$ cat config.mk
export PLATFORM = sky130hd
export DESIGN_NAME = tid_top
export DESIGN_NICKNAME = d
export VERILOG_FILES = /design/src/hdl/tid_pkg.sv /design/src/hdl/tid_div.sv /design/src/hdl/tid_top.sv
export VERILOG_INCLUDE_DIRS = /design/src /design/src/hdl
export SDC_FILE = /design/constraint.sdc
export NUM_CORES = 1
export LEC_CHECK = 0
export BUFFER_PORTS_ARGS = -buffer_cell sky130_fd_sc_hd__buf_2
export CORE_UTILIZATION = 54
export CTS_CLUSTER_DIAMETER = 50
export DETAILED_ROUTE_END_ITERATION = 12
export PLACE_DENSITY = 0.87
export SLEW_MARGIN = 10
export SYNTH_ARGS = -nofsm -noshare
export SYNTH_HDL_FRONTEND = slang
export SYNTH_HIERARCHICAL = 1
export SYNTH_SLANG_ARGS = --single-unit
$ cat constraint.sdc
create_clock -name ref_clk -period 4.72 [get_ports ref_clk]
set_input_delay 1.416 -clock ref_clk [delete_from_list [all_inputs] [get_ports ref_clk]]
set_output_delay 1.416 -clock ref_clk [all_outputs]
set_load 0.01 [all_outputs]
$ cat src/hdl/tid_params.svh
`ifndef TID_PARAMS_SVH
`define TID_PARAMS_SVH

// register indexes; byte address on the bus is four times the index
`define TID_IDX_VECTOR      8'hF9
`define TID_IDX_RX_ADDR     8'hFA
`define TID_IDX_RX_COUNT    8'hFB
`define TID_IDX_TX_ADDR     8'hFC
`define TID_IDX_TX_COUNT    8'hFD
`define TID_IDX_CLK_EXT     8'hFE
`define TID_IDX_MASK        8'hFF

// bus address width in bits
`define TID_ADDR_W          10

// vector register fields
`define TID_VEC_BASE_HI     7
`define TID_VEC_BASE_LO     3
`define TID_VEC_CODE_HI     2
`define TID_VEC_CODE_LO     1

// pointer registers: location in bits 7:1, selector in bit 0
`define TID_PTR_HI          7
`define TID_PTR_LO          1
`define TID_SEL_BIT         0

// clock extension register fields
`define TID_DIV_HI_HI       1
`define TID_DIV_HI_LO       0

// mask register fields
`define TID_MSK_RX_DMA      7
`define TID_MSK_TX_DMA      6
`define TID_MSK_RX_DONE     5
`define TID_MSK_TX_DONE     4
`define TID_MSK_ERR         2
`define TID_MSK_RX          1
`define TID_MSK_TX          0

// reset values
`define TID_RST_BYTE        8'h00
`define TID_RST_DIV_HI      2'h0
`define TID_RST_CODE        2'h0

// divider: phases per bus clock period
`define TID_DIV_PHASES_STD  2'h2
`define TID_DIV_PHASES_FAST 2'h3
`define TID_DIV_OFFSET      10'h002

`endif

$ cat src/hdl/tid_pkg.sv
package tid_pkg;

    // encoded interrupt source reported in the vector
    typedef enum logic [1:0] {
        TID_SRC_NONE = 2'b00,
        TID_SRC_ERR  = 2'b01,
        TID_SRC_RX   = 2'b10,
        TID_SRC_TX   = 2'b11
    } tid_src_t;

    // bus slave answer sequence
    typedef enum logic {
        TID_BUS_IDLE   = 1'b0,
        TID_BUS_ANSWER = 1'b1
    } tid_bus_state_t;

endpackage : tid_pkg

$ cat src/hdl/tid_div.sv
`timescale 1ns/1ps
`default_nettype none
`include "tid_params.svh"

// bus clock generator: period = (2 or 3) x (divider + 2) core cycles
module tid_div (
    input  wire logic       ref_clk,
    input  wire logic       rst_b,
    input  wire logic       run,
    input  wire logic       fast,
    input  wire logic [8:0] divider,
    output logic            bus_clk_level,
    output logic            bus_clk_tick
);

    logic [9:0] cnt_ff;       // cycles inside one phase
    logic [9:0] nxt_cnt;
    logic [1:0] phase_ff;     // phase within one bus period
    logic [1:0] nxt_phase;
    logic       level_ff;
    logic       nxt_level;
    logic       tick_ff;
    logic       nxt_tick;
    logic [9:0] phase_len;    // divider plus two
    logic [1:0] last_phase;

    assign phase_len  = {1'b0, divider} + `TID_DIV_OFFSET;
    assign last_phase = fast ? (`TID_DIV_PHASES_FAST - 2'h1)
                             : (`TID_DIV_PHASES_STD - 2'h1);

    // count phases; while running, the clock is high only in the last phase
    always_comb begin
        nxt_cnt   = cnt_ff;
        nxt_phase = phase_ff;
        nxt_tick  = 1'b0;
        if (!run) begin
            // idle: hold the line high, restart cleanly
            nxt_cnt   = 10'h000;
            nxt_phase = 2'h0;
        end else if (cnt_ff >= phase_len - 10'h001) begin
            nxt_cnt = 10'h000;
            if (phase_ff >= last_phase) begin
                nxt_phase = 2'h0;
                nxt_tick  = 1'b1;
            end else begin
                nxt_phase = phase_ff + 2'h1;
            end
        end else begin
            nxt_cnt = cnt_ff + 10'h001;
        end
        nxt_level = !run || (nxt_phase == last_phase);
    end

    // registers only
    always_ff @(posedge ref_clk or negedge rst_b) begin
        if (!rst_b) begin
            cnt_ff   <= 10'h000;
            phase_ff <= 2'h0;
            level_ff <= 1'b1;
            tick_ff  <= 1'b0;
        end else begin
            cnt_ff   <= nxt_cnt;
            phase_ff <= nxt_phase;
            level_ff <= nxt_level;
            tick_ff  <= nxt_tick;
        end
    end

    assign bus_clk_level = level_ff;
    assign bus_clk_tick  = tick_ff;

endmodule : tid_div

`default_nettype wire

$ cat src/hdl/tid_top.sv
// Register access over Avalon-MM was left to the implementer.
`timescale 1ns/1ps
`default_nettype none
`include "tid_params.svh"

module tid_top (
    input  wire logic                   ref_clk,
    input  wire logic                   rst_b,
    // avalon-mm slave
    input  wire logic [`TID_ADDR_W-1:0] avs_address,
    input  wire logic                   avs_read,
    input  wire logic                   avs_write,
    input  wire logic [31:0]            avs_writedata,
    input  wire logic [3:0]             avs_byteenable,
    output logic [31:0]                 avs_readdata,
    output logic                        avs_waitrequest,
    // state from the rest of the interface
    input  wire logic                   interface_on,
    input  wire logic                   fast_speed_select,
    input  wire logic [6:0]             divider_low_bits,
    input  wire logic                   dma_hold_select,
    input  wire logic                   error_pending,
    input  wire logic                   rx_data_pending,
    input  wire logic                   tx_ready_pending,
    // dma controller side
    input  wire logic                   rx_dma_last,
    input  wire logic                   tx_dma_last,
    output logic                        rx_dma_req,
    output logic                        tx_dma_req,
    output logic [6:0]                  rx_dma_addr_ptr,
    output logic                        rx_dma_ext_select,
    output logic [6:0]                  rx_dma_count_ptr,
    output logic                        rx_dma_target_select,
    output logic [6:0]                  tx_dma_addr_ptr,
    output logic                        tx_dma_ext_select,
    output logic [6:0]                  tx_dma_count_ptr,
    output logic                        tx_dma_target_select,
    // interrupt controller side
    input  wire logic                   irq_ack,
    output logic                        irq_req,
    output logic [7:0]                  irq_vector_out,
    // bus clock
    output logic [8:0]                  bus_divider,
    output logic                        bus_clk_level,
    output logic                        bus_clk_tick
);

    ////////////////////////////////////////////////////////////////////////
    // bus decode

    tid_pkg::tid_bus_state_t bus_state_ff;   // answer cycle marker
    tid_pkg::tid_bus_state_t nxt_bus_state;
    logic [31:0] rdata_ff;                   // registered read data
    logic [31:0] nxt_rdata;
    logic [7:0]  idx;                        // register index of access
    logic        aligned;                    // low address bits are zero
    logic        wr_take;                    // write takes effect now
    logic        wr_lane0;                   // low byte lane enabled
    logic [7:0]  wdat;                       // low byte of write data

    assign idx      = avs_address[`TID_ADDR_W-1:2];
    assign aligned  = (avs_address[1:0] == 2'h0);
    assign wdat     = avs_writedata[7:0];
    assign wr_lane0 = avs_byteenable[0];
    // one wait state: the request is taken on the answer edge only
    assign wr_take  = avs_write && (bus_state_ff == tid_pkg::TID_BUS_ANSWER)
                      && aligned && wr_lane0;

    ////////////////////////////////////////////////////////////////////////
    // register storage

    logic [4:0] vec_base_ff;           // vector base, bits 7:3
    logic [4:0] nxt_vec_base;
    logic [7:0] rx_addr_ff;            // rx address pointer register
    logic [7:0] nxt_rx_addr;
    logic [7:0] rx_count_ff;           // rx counter pointer register
    logic [7:0] nxt_rx_count;
    logic [7:0] tx_addr_ff;            // tx address pointer register
    logic [7:0] nxt_tx_addr;
    logic [7:0] tx_count_ff;           // tx counter pointer register
    logic [7:0] nxt_tx_count;
    logic [1:0] div_hi_ff;             // divider bits 8:7
    logic [1:0] nxt_div_hi;
    logic       rx_dma_enable_ff;
    logic       nxt_rx_dma_enable;
    logic       tx_dma_enable_ff;
    logic       nxt_tx_dma_enable;
    logic       rx_block_done_flag_ff;
    logic       nxt_rx_block_done_flag;
    logic       tx_block_done_flag_ff;
    logic       nxt_tx_block_done_flag;
    logic       error_irq_mask_ff;
    logic       nxt_error_irq_mask;
    logic       rx_irq_mask_ff;
    logic       nxt_rx_irq_mask;
    logic       tx_irq_mask_ff;
    logic       nxt_tx_irq_mask;
    tid_pkg::tid_src_t code_ff;        // source code latched for the vector
    tid_pkg::tid_src_t nxt_code;
    tid_pkg::tid_src_t live_code;      // current winning source

    ////////////////////////////////////////////////////////////////////////
    // request arbitration

    logic err_irq_live;    // error interrupt unmasked and pending
    logic rx_irq_live;     // data received or rx block end unmasked
    logic tx_irq_live;     // ready to transmit or tx block end unmasked
    logic suspended;       // dma held off by a pending error
    logic dma_busy;        // any dma request outstanding

    // suspended mode when the hold select is low
    assign suspended = !dma_hold_select && error_pending;

    // dma requests ignore the interrupt masks on purpose
    assign rx_dma_req = rx_dma_enable_ff && rx_data_pending
                        && !suspended;
    assign tx_dma_req = tx_dma_enable_ff && tx_ready_pending
                        && !suspended;
    assign dma_busy   = rx_dma_req || tx_dma_req;

    // in not-suspended mode a live dma request outranks the error
    assign err_irq_live = error_irq_mask_ff && error_pending
                          && (!dma_hold_select || !dma_busy);
    // data events served by dma raise no interrupt of their own
    assign rx_irq_live  = rx_irq_mask_ff
                          && (rx_block_done_flag_ff
                          || (rx_data_pending && !rx_dma_enable_ff));
    assign tx_irq_live  = tx_irq_mask_ff
                          && (tx_block_done_flag_ff
                          || (tx_ready_pending && !tx_dma_enable_ff));

    // fixed priority: error, then receive, then transmit
    always_comb begin
        if (err_irq_live) begin
            live_code = tid_pkg::TID_SRC_ERR;
        end else if (rx_irq_live) begin
            live_code = tid_pkg::TID_SRC_RX;
        end else if (tx_irq_live) begin
            live_code = tid_pkg::TID_SRC_TX;
        end else begin
            live_code = tid_pkg::TID_SRC_NONE;
        end
    end

    assign irq_req = (live_code != tid_pkg::TID_SRC_NONE);

    ////////////////////////////////////////////////////////////////////////
    // next register values

    // software writes, hardware sets and clears; hardware beats software
    always_comb begin
        nxt_vec_base           = vec_base_ff;
        nxt_rx_addr            = rx_addr_ff;
        nxt_rx_count           = rx_count_ff;
        nxt_tx_addr            = tx_addr_ff;
        nxt_tx_count           = tx_count_ff;
        nxt_div_hi             = div_hi_ff;
        nxt_rx_dma_enable      = rx_dma_enable_ff;
        nxt_tx_dma_enable      = tx_dma_enable_ff;
        nxt_rx_block_done_flag = rx_block_done_flag_ff;
        nxt_tx_block_done_flag = tx_block_done_flag_ff;
        nxt_error_irq_mask     = error_irq_mask_ff;
        nxt_rx_irq_mask        = rx_irq_mask_ff;
        nxt_tx_irq_mask        = tx_irq_mask_ff;
        if (wr_take) begin
            case (idx)
                `TID_IDX_VECTOR: begin
                    // only the base is stored; code and bit 0 are not writable
                    nxt_vec_base =
                        wdat[`TID_VEC_BASE_HI:`TID_VEC_BASE_LO];
                end
                `TID_IDX_RX_ADDR: begin
                    nxt_rx_addr = wdat;
                end
                `TID_IDX_RX_COUNT: begin
                    nxt_rx_count = wdat;
                end
                `TID_IDX_TX_ADDR: begin
                    nxt_tx_addr = wdat;
                end
                `TID_IDX_TX_COUNT: begin
                    nxt_tx_count = wdat;
                end
                `TID_IDX_CLK_EXT: begin
                    // reserved upper bits are dropped
                    nxt_div_hi =
                        wdat[`TID_DIV_HI_HI:`TID_DIV_HI_LO];
                end
                `TID_IDX_MASK: begin
                    nxt_rx_dma_enable  = wdat[`TID_MSK_RX_DMA];
                    nxt_tx_dma_enable  = wdat[`TID_MSK_TX_DMA];
                    nxt_error_irq_mask = wdat[`TID_MSK_ERR];
                    nxt_rx_irq_mask    = wdat[`TID_MSK_RX];
                    nxt_tx_irq_mask    = wdat[`TID_MSK_TX];
                    // flags: a zero clears, a one leaves them alone
                    if (!wdat[`TID_MSK_RX_DONE]) begin
                        nxt_rx_block_done_flag = 1'b0;
                    end
                    if (!wdat[`TID_MSK_TX_DONE]) begin
                        nxt_tx_block_done_flag = 1'b0;
                    end
                end
                default: begin
                    // unmapped index: write ignored
                end
            endcase
        end
        // block end: drop the enable, raise the flag; wins over software
        if (rx_dma_last) begin
            nxt_rx_dma_enable      = 1'b0;
            nxt_rx_block_done_flag = 1'b1;
        end
        if (tx_dma_last) begin
            nxt_tx_dma_enable      = 1'b0;
            nxt_tx_block_done_flag = 1'b1;
        end
    end

    // the code is frozen when the core takes the vector
    always_comb begin
        nxt_code = code_ff;
        if (irq_ack) begin
            nxt_code = live_code;
        end
    end

    // registers only; divider bits change on reset or a write and nothing else
    always_ff @(posedge ref_clk or negedge rst_b) begin
        if (!rst_b) begin
            vec_base_ff           <= 5'h00;
            rx_addr_ff            <= `TID_RST_BYTE;
            rx_count_ff           <= `TID_RST_BYTE;
            tx_addr_ff            <= `TID_RST_BYTE;
            tx_count_ff           <= `TID_RST_BYTE;
            div_hi_ff             <= `TID_RST_DIV_HI;
            rx_dma_enable_ff      <= 1'b0;
            tx_dma_enable_ff      <= 1'b0;
            rx_block_done_flag_ff <= 1'b0;
            tx_block_done_flag_ff <= 1'b0;
            error_irq_mask_ff     <= 1'b0;
            rx_irq_mask_ff        <= 1'b0;
            tx_irq_mask_ff        <= 1'b0;
            code_ff               <= tid_pkg::TID_SRC_NONE;
        end else begin
            vec_base_ff           <= nxt_vec_base;
            rx_addr_ff            <= nxt_rx_addr;
            rx_count_ff           <= nxt_rx_count;
            tx_addr_ff            <= nxt_tx_addr;
            tx_count_ff           <= nxt_tx_count;
            div_hi_ff             <= nxt_div_hi;
            rx_dma_enable_ff      <= nxt_rx_dma_enable;
            tx_dma_enable_ff      <= nxt_tx_dma_enable;
            rx_block_done_flag_ff <= nxt_rx_block_done_flag;
            tx_block_done_flag_ff <= nxt_tx_block_done_flag;
            error_irq_mask_ff     <= nxt_error_irq_mask;
            rx_irq_mask_ff        <= nxt_rx_irq_mask;
            tx_irq_mask_ff        <= nxt_tx_irq_mask;
            code_ff               <= nxt_code;
        end
    end

    ////////////////////////////////////////////////////////////////////////
    // read path and bus handshake

    logic [7:0] vec_byte;    // vector as read and as supplied
    logic [7:0] mask_byte;   // mask register as read

    // bit 0 is hard zero whatever was written
    assign vec_byte = {vec_base_ff, code_ff, 1'b0};
    // reserved bit 3 reads zero
    assign mask_byte = {rx_dma_enable_ff, tx_dma_enable_ff,
                        rx_block_done_flag_ff, tx_block_done_flag_ff,
                        1'b0, error_irq_mask_ff, rx_irq_mask_ff,
                        tx_irq_mask_ff};

    // read data captured on the first edge of the request
    always_comb begin
        nxt_rdata     = rdata_ff;
        nxt_bus_state = tid_pkg::TID_BUS_IDLE;
        if ((avs_read || avs_write)
            && (bus_state_ff == tid_pkg::TID_BUS_IDLE)) begin
            nxt_bus_state = tid_pkg::TID_BUS_ANSWER;
            nxt_rdata     = 32'h0000_0000;
            if (avs_read && aligned) begin
                case (idx)
                    `TID_IDX_VECTOR:   nxt_rdata[7:0] = vec_byte;
                    `TID_IDX_RX_ADDR:  nxt_rdata[7:0] = rx_addr_ff;
                    `TID_IDX_RX_COUNT: nxt_rdata[7:0] = rx_count_ff;
                    `TID_IDX_TX_ADDR:  nxt_rdata[7:0] = tx_addr_ff;
                    `TID_IDX_TX_COUNT: nxt_rdata[7:0] = tx_count_ff;
                    `TID_IDX_CLK_EXT:  nxt_rdata[1:0] = div_hi_ff;
                    `TID_IDX_MASK:     nxt_rdata[7:0] = mask_byte;
                    default:           nxt_rdata      = 32'h0000_0000;
                endcase
            end
        end
    end

    // registers only
    always_ff @(posedge ref_clk or negedge rst_b) begin
        if (!rst_b) begin
            bus_state_ff <= tid_pkg::TID_BUS_IDLE;
            rdata_ff     <= 32'h0000_0000;
        end else begin
            bus_state_ff <= nxt_bus_state;
            rdata_ff     <= nxt_rdata;
        end
    end

    // wait in the first cycle, release in the answer cycle
    assign avs_waitrequest = (avs_read || avs_write)
                             && (bus_state_ff == tid_pkg::TID_BUS_IDLE);
    assign avs_readdata    = rdata_ff;

    ////////////////////////////////////////////////////////////////////////
    // outputs to the dma and interrupt controllers

    // pointer fields; their meaning depends on the target select bit
    assign rx_dma_addr_ptr      = rx_addr_ff[`TID_PTR_HI:`TID_PTR_LO];
    assign rx_dma_ext_select    = rx_addr_ff[`TID_SEL_BIT];
    assign rx_dma_count_ptr     = rx_count_ff[`TID_PTR_HI:`TID_PTR_LO];
    assign rx_dma_target_select = rx_count_ff[`TID_SEL_BIT];
    assign tx_dma_addr_ptr      = tx_addr_ff[`TID_PTR_HI:`TID_PTR_LO];
    assign tx_dma_ext_select    = tx_addr_ff[`TID_SEL_BIT];
    assign tx_dma_count_ptr     = tx_count_ff[`TID_PTR_HI:`TID_PTR_LO];
    assign tx_dma_target_select = tx_count_ff[`TID_SEL_BIT];

    // vector seen by the core carries the frozen source code
    assign irq_vector_out = vec_byte;

    ////////////////////////////////////////////////////////////////////////
    // bus clock divider

    // nine-bit divisor: stored top bits over the low bits from outside
    assign bus_divider = {div_hi_ff, divider_low_bits};

    // runs only while the interface is on; the stored bits stay put
    tid_div u_div (
        .ref_clk       (ref_clk),
        .rst_b         (rst_b),
        .run           (interface_on),
        .fast          (fast_speed_select),
        .divider       (bus_divider),
        .bus_clk_level (bus_clk_level),
        .bus_clk_tick  (bus_clk_tick)
    );

endmodule : tid_top

`default_nettype wire

==> results of run 1 <==
## state kept, by name, summed over array words and instances (netlist names), 2 cells and up
register	flops
u_div/cnt_ff	10
avs_readdata	8
rx_addr_ff	8
rx_count_ff	8
tx_addr_ff	8
tx_count_ff	8
vec_base_ff	5
code_ff	2
div_hi_ff	2
u_div/phase_ff	2
## tightest hold or removal path: cells and delay by family, from the launching register on
kind            cells  cell delay (ns)
flops               1             0.35
simple gates        1             0.05
compound gates      1             0.06
## cells in the final DEF, fill, tap and decap left out, types with 9 or more instances in the layout
master and instances:
inv_1 13, nor2_1 24, dfrtp_1 70, mux2_2 42, buf_2 100, conb_1 25, nand2_1 22, a21oi_1 13
xor2_1 10, clkbuf_8 9, ha_1 14, nor2b_1 10, nand3_1 15, o21ai_0 9
## where the power goes
part | internal [W] | switching, W | leakage [nW] | total (W)
sequential | 0.000615 | 0.00000625 | 0.972 | 0.000621
clock | 0.000301 | 0.000243 | 0.107 | 0.000544
combinational | 0.0000459 | 0.0000793 | 1.37 | 0.000125
total | 0.000962 | 0.000328 | 2.45 | 0.00129
## worst max-delay path by stage
| stage | cells past startpoint | slack [ns] | endpoint | start |
|---|---|---|---|---|
| after global routing | 5 | 0.94 | irq_req | rx_data_pending |
| final | 5 | 1.01 | irq_req | rx_data_pending |
| after detailed placement | 11 | 0.97 | u_div/cnt_ff[9] | divider_low_bits[2] |
| after global placement | 5 | 1.07 | irq_req | rx_data_pending |
| after CTS | 5 | 1.01 | irq_req | rx_data_pending |
| after floorplan | 3 | 1.35 | irq_req | rx_data_pending |
## cell usage after synthesis (2+ instances only)
library cell / count
nand4_1: 2
mux2_2: 42
buf_2: 5
a21oi_1: 13
a21o_1: 2
mux2i_1: 6
o31ai_1: 2
dfrtp_1: 70
nand3b_1: 4
clkbuf_1: 4
xor2_1: 10
a221oi_1: 6
buf_4: 32
nand2_1: 22
o21a_1: 2
nor2b_1: 10
o32ai_1: 3
xnor2_1: 4
a22o_1: 2
or3_1: 3
and3_1: 6
nand2b_1: 3
o21ai_0: 9
nor2_1: 24
a211oi_1: 3
nand3_1: 15
ha_1: 14
inv_1: 13
mux4_2: 3
mux2_4: 5
## logic make-up (layout without fill, tap and decap cells)
kind of cell	count (synthesis)	in the layout
AOI/OAI and AO/OA	53	53
xor gates and xnor gates	14	14
adders and majority gates	14	14
buffers and inverters	56	131
DFF	71	71
muxes	56	56
other	1	25
and+or+nand+nor	105	105
## through the flow
| step | worst slack, ns | hold WS [ns] |
|---|---|---|
| global placement | 1.069 | 0.4592 |
| detailed placement | 0.9689 | 0.4688 |
| finish | 1.005 | 0.4883 |
| global route | 0.9382 | 0.5052 |
| floorplan | 1.345 | 0.4547 |
| CTS | 1.010 | 0.4864 |
## cell type report
cell class	instances	area [um^2]
Clock inverter	6	93.84
Inverter	13	48.80
Timing Repair Buffer	102	515.5
Tap cell	99	123.9
Clock buffer	10	127.6
Fill cell	563	2552
Multi-Input combinational cell	267	2052
Sequential cell	71	1778
## layer usage
metal  up-vias  routed length, um  part of all wire (%)
met5         -                  0                     0
met4         0                323                   3.4
met3        30                674                   7.2
met2       151               4483                    48
met1      1537               3902                    42
li1       1455                  -                     -
==> flow_summary.toml, run 1 <==
[outcome]
status = "completed"

[routing]
wl_per_cell_um = 16.52
first_pass_iters = 4
vias = 3173
ant_nets = 0
wl_mm = 9.384
drcViolationCount = 0
viasPerCell = 5.586
drtIter0Drc = 256

[finish]
drive_gt1_share_pct = 39.45
n_antenna_cell = 0
final_cells = 568
finalInstanceArea_um2 = 4740
utilization_pct = 65.00
syn_to_final_growth_pct = 16.05
final_net_count = 544

[cts]
post_cts_buffers = 0
cts_resized = 0
cts.sinks = 71
cts_buffers = 9
cts_max_path_buffers = 2
cts-root-buf = "clkbuf_8"
cts.clk_slew.worst_paths_ns = 0.08
cts_tree = "yes"
insertion_delay_ns = 0.35
ctsHoldBuffers = 0
h-tree-depth = 3

[global_routing]
grt-ovfl-total = 0
antenna_found_initial = 0
grt_max_degree = 48
busiest_layer = "met2"
grt_pass1_wl_mm = 14.50
first_global_vias = 2961
grt_use_met3_pct = 3.786
grtUsageTotal_pct = 24.70
grt_util_met1_pct = 33.96
met2_usage_pct = 38.11

[setup_path]
r2r-end = "u_div/cnt_ff[9]"
r2r_cells = 8
crit_fanout = 3
worstPathArrival_ns = 2.30
timing.rr.start = "div_hi_ff[1]"
rrSetupSlack_ns = 2.49
crit_type = "primary input to output pin"
critical_path.top_delay_family = "compound AO/OA/AOI/OAI gates"
crit_path_frequent_cell = "buf_2"
path_cells = "buf_2, nor2b_1, o21ai_0, nand3b_1, buf_2"
cp.required_ns = 3.30
cp-start-kind = "primary input"
cp_slowest_cell = "o21ai_0"
worst-path-buf-inv = 2
slowest_delay_ns = 0.35
cp-end-kind = "output pin"

[yosys]
synth_cells = 370
ys_warn_count = 6
async_flop_share_pct = 100.0
synthesis.area_um2 = 4084
netlist.area_leader.share_pct = 42.89
synth_compound_area_share_pct = 9.804
synth_largest_area_cell = "dfrtp_1"
ys.flop_type = "dfrtp_1"
synth-simple-area-share_pct = 14.31
ys_seq_elements = 71
syn_avg_cell_area_um2 = 11.04
synth-edff-count = 0
synth_top_family_by_area = "multiplexers"
synth.top_cells.by_area = "dfrtp_1 (43%), mux2_2 (12%), buf_4 (5.9%), ha_1 (4.3%), nor2_1 (2.2%)"
synth-xor-area-share_pct = 3.002
synth_cell_types = 61
synth.area.mux_share_pct = 16.54
yosys.area_share.adder_pct = 4.289
seq_area_frac_synth_pct = 43.54

[floorplanning]
die-area_um2 = 7915
core_area_um2 = 7292
num_rows = 31
ioPinCount = 153
die_h_um = 88.97
initial_core_util_pct = 56.01
die_x_um = 88.97

[sta]
final_max_slew_viol_count = 0
fmax_mhz = 269.2
skew_ns = 0.01283
tightest_slew_ns = 1.045
setup_viol = 0
fin_tns_setup_ns = 0
fin_crit_ns = 3.715
rsz0062_at_grt = "no"
fin_crit_sh_pct = 78.70
relSlewSlack_pct = 30.34
hold_viol_final = 0

[power_and_ir_drop]
p_per_area_nw_per_um2 = 272.3
finalPower_w = 0.001290
ir_drop_mv = 0.1770
leakagePower_nw = 2.453

[place]
dp_hpwl_mm = 6.930
gp_congestion = 0.8223
placed_cells = 552
place_area_um2 = 4518
portBuffers = 100

[flow_run]
drv_cap = 0

[min_path]
hold_depth = 2
hold_start = "avs_readdata[0]"
hold_path_class = "register to register"
min_to = "avs_readdata[0]"
No activity file was read; power rests on OpenSTA's default activity.
==> inputs of run 2 (changes only) <==
ABC_AREA = 1   (was not set)
CORE_UTILIZATION = 46   (was 54)
PLACE_DENSITY = 0.77   (was 0.87)
clock period = 3.4 ns   (was 4.72 ns; I/O delays follow)
==> run 2 against run 1 <==
Against the previous run: setup slack lost 0.59 ns; critical path depth grew 11; die area grew 28%; sequential power grew 39%; sequential share of layout area shrank 3.0 points; utilization shrank 9.8 points; critical endpoint is now u_div/bus_clk_level; global-route usage shrank 2.2 points; flip-flop and latch count is the same; routed wire length grew 14%; critical path type is now primary input to register; synthesized cell count grew 50%; first-iteration DRC count shrank 14%; final area grew 8.7%.
==> flow_summary.toml, run 2 <==
[finish]
drive_gt1_share_pct = 26.18
syn_to_final_growth_pct = 15.36
final_common_cell = "nand2_1"
n_antenna_cell = 0
fillers = 887
final_net_count = 732
largest-register = "u_div/cnt_ff"
largest_reg_flops = 10
final_cells = 786
mostFrequentLayoutCells = "nand2_1 (155), buf_2 (100), dfrtp_1 (70)"

[place]
placed_cells = 770
dp_hpwl_mm = 8.218
place_ws_ns = 0.07863
gp_congestion = 0.8494
portBuffers = 100

[setup_path]
timing.rr.start = "div_hi_ff[0]"
cp.required_ns = 3.69
crit_type = "primary input to register"
r2r_cells = 13
cp-start-kind = "primary input"
worstPathArrival_ns = 3.27
crit_fanout = 4
r2r-end = "u_div/bus_clk_level"
cp-end-kind = "register"
rrSetupSlack_ns = 1.19

[routing]
drtIter0Drc = 220
wl_mm = 10.70
drcViolationCount = 0
first_pass_iters = 4
wl_per_cell_um = 13.61
vias = 3948
ant_nets = 0
viasPerCell = 5.023

[sta]
final_max_slew_viol_count = 0
tightest_slew_ns = 0.7108
rsz0062_at_grt = "no"
fin_crit_sh_pct = 87.78
hold_viol_final = 0
fin_ws_ns = 0.4156
setup_viol = 0
skew_ns = 0.007706
fmax_mhz = 335.1
fin_tns_setup_ns = 0
fin_crit_ns = 2.984
relSlewSlack_pct = 52.61

[floorplanning]
num_rows = 35
die_h_um = 100.5
ioPinCount = 153
die_x_um = 100.5
die-area_um2 = 10100
core_area_um2 = 9328
initial_core_util_pct = 47.86

[cts]
cts_resized = 0
cts-root-buf = "clkbuf_8"
insertion_delay_ns = 0.35
ctsHoldBuffers = 0
h-tree-depth = 3
post_cts_buffers = 0
cts.sinks = 71
cts_max_path_buffers = 2
cts_tree = "yes"
cts.clk_slew.worst_paths_ns = 0.08
cts_buffers = 9

[yosys]
ys.flop_type = "dfrtp_1"
synth_largest_area_cell = "dfrtp_1"
syn_avg_cell_area_um2 = 8.058
synth_cell_types = 37
synth-edff-count = 0
synth_cells = 554
synth_common_cells = "nand2_1 (155), dfrtp_1 (70), inv_1 (48), nand3_1 (43)"
ys_warn_count = 6
synthesis.area_um2 = 4464
yosysMostFrequentCell = "nand2_1"
ys_seq_elements = 71
async_flop_share_pct = 100.0
seq_area_frac_synth_pct = 39.83
synth.top_cells.by_area = "dfrtp_1 (39%), nand2_1 (13%), buf_4 (5.7%), nand3_1 (4.8%), o21ai_0 (4.6%)"
netlist.area_leader.share_pct = 39.24

[global_routing]
grt_pass1_wl_mm = 17.73
grt-ovfl-total = 0
first_global_vias = 3831
grt_max_degree = 43
grtUsageTotal_pct = 22.54
antenna_found_initial = 0

[min_path]
hold_start = "avs_readdata[4]"
hold_path_class = "register to register"
hold_depth = 2
min_to = "avs_readdata[4]"

[power_and_ir_drop]
p_per_area_nw_per_um2 = 362.9
leakagePower_nw = 2.989
ir_drop_mv = 0.2228
finalPower_w = 0.001869

[outcome]
status = "completed"

[flow_run]
drv_cap = 0
==> run 2: where the power goes <==
part           switching [W]  leakage [nW]  internal, W  total, W
Sequential        0.00000882         0.925     0.000854  0.000863
Clock               0.000337         0.121     0.000493  0.000830
Combinational       0.000122          1.94    0.0000547  0.000177
Total               0.000467          2.99      0.00140   0.00187
==> run 2: cell families after synthesis <==
| group | after synthesis | synth area share (%) |
|---|---|---|
| simple gates | 297 | 33.30 |
| buf+inv | 93 | 12.44 |
| flops | 71 | 39.83 |
| compound gates | 63 | 7.483 |
| xor+xnor | 15 | 2.943 |
| fa+ha+maj | 14 | 3.924 |
| other cells | 1 | 0.08400 |
==> run 2: routing by layer <==
| layer | track usage [%] | vias to the layer above | wire, um |
|---|---|---|---|
| met5 | 0 | - | 0 |
| met2 | 39.57 | 140 | 5342 |
| met4 | 7.135 | 0 | 200 |
| met1 | 27.49 | 1869 | 4511 |
| met3 | 5.062 | 20 | 642 |
| li1 | - | 1919 | - |
==> run 2: worst max path at each step <==
stage                              from             endpoint  depth (start not counted)
global route        divider_low_bits[0]  u_div/bus_clk_level                         17
detailed placement  divider_low_bits[0]  u_div/bus_clk_level                         16
global placement    divider_low_bits[0]      u_div/cnt_ff[2]                         13
floorplan           divider_low_bits[0]  u_div/bus_clk_level                         16
finish              divider_low_bits[0]  u_div/bus_clk_level                         16
CTS                 divider_low_bits[0]  u_div/bus_clk_level                         16
==> run 2: worst max-delay path, cell delays in order <==
cell and delay, ns:
buf_2 0.11, ha_1 0.18, nand3_1 0.12, nand3b_1 0.22, nor3_1 0.20, xor2_1 0.17
inv_1 0.06, ha_1 0.27, nand2_1 0.07, nor2_2 0.18, nand3_2 0.18, nand3_4 0.12
nand2_1 0.07, nand2_2 0.08, nand4_1 0.11, nand3_1 0.10
==> run 2: per-stage QoR <==
stage | hold WS (ns) | utilization, % | area (um^2)
floorplan | 0.4770 | - | 4554
global placement | 0.4629 | 52.60 | 4906
detailed placement | 0.4602 | 52.60 | 4906
CTS | 0.4809 | 55.21 | 5150
global route | 0.5077 | 55.21 | 5150
finish | 0.4784 | 55.21 | 5150
==> run 2: area by class of cell <==
type                            instances  area [um^2]  area share [%]
Clock buffer                           10        127.6           2.478
Inverter                               50        187.7           3.644
Timing Repair Buffer                  106        558.0           10.84
Sequential cell                        71         1778           34.52
Clock inverter                          6        116.4           2.259
Tap cell                              129        161.4           3.134
Multi-Input combinational cell        414         2221           43.12
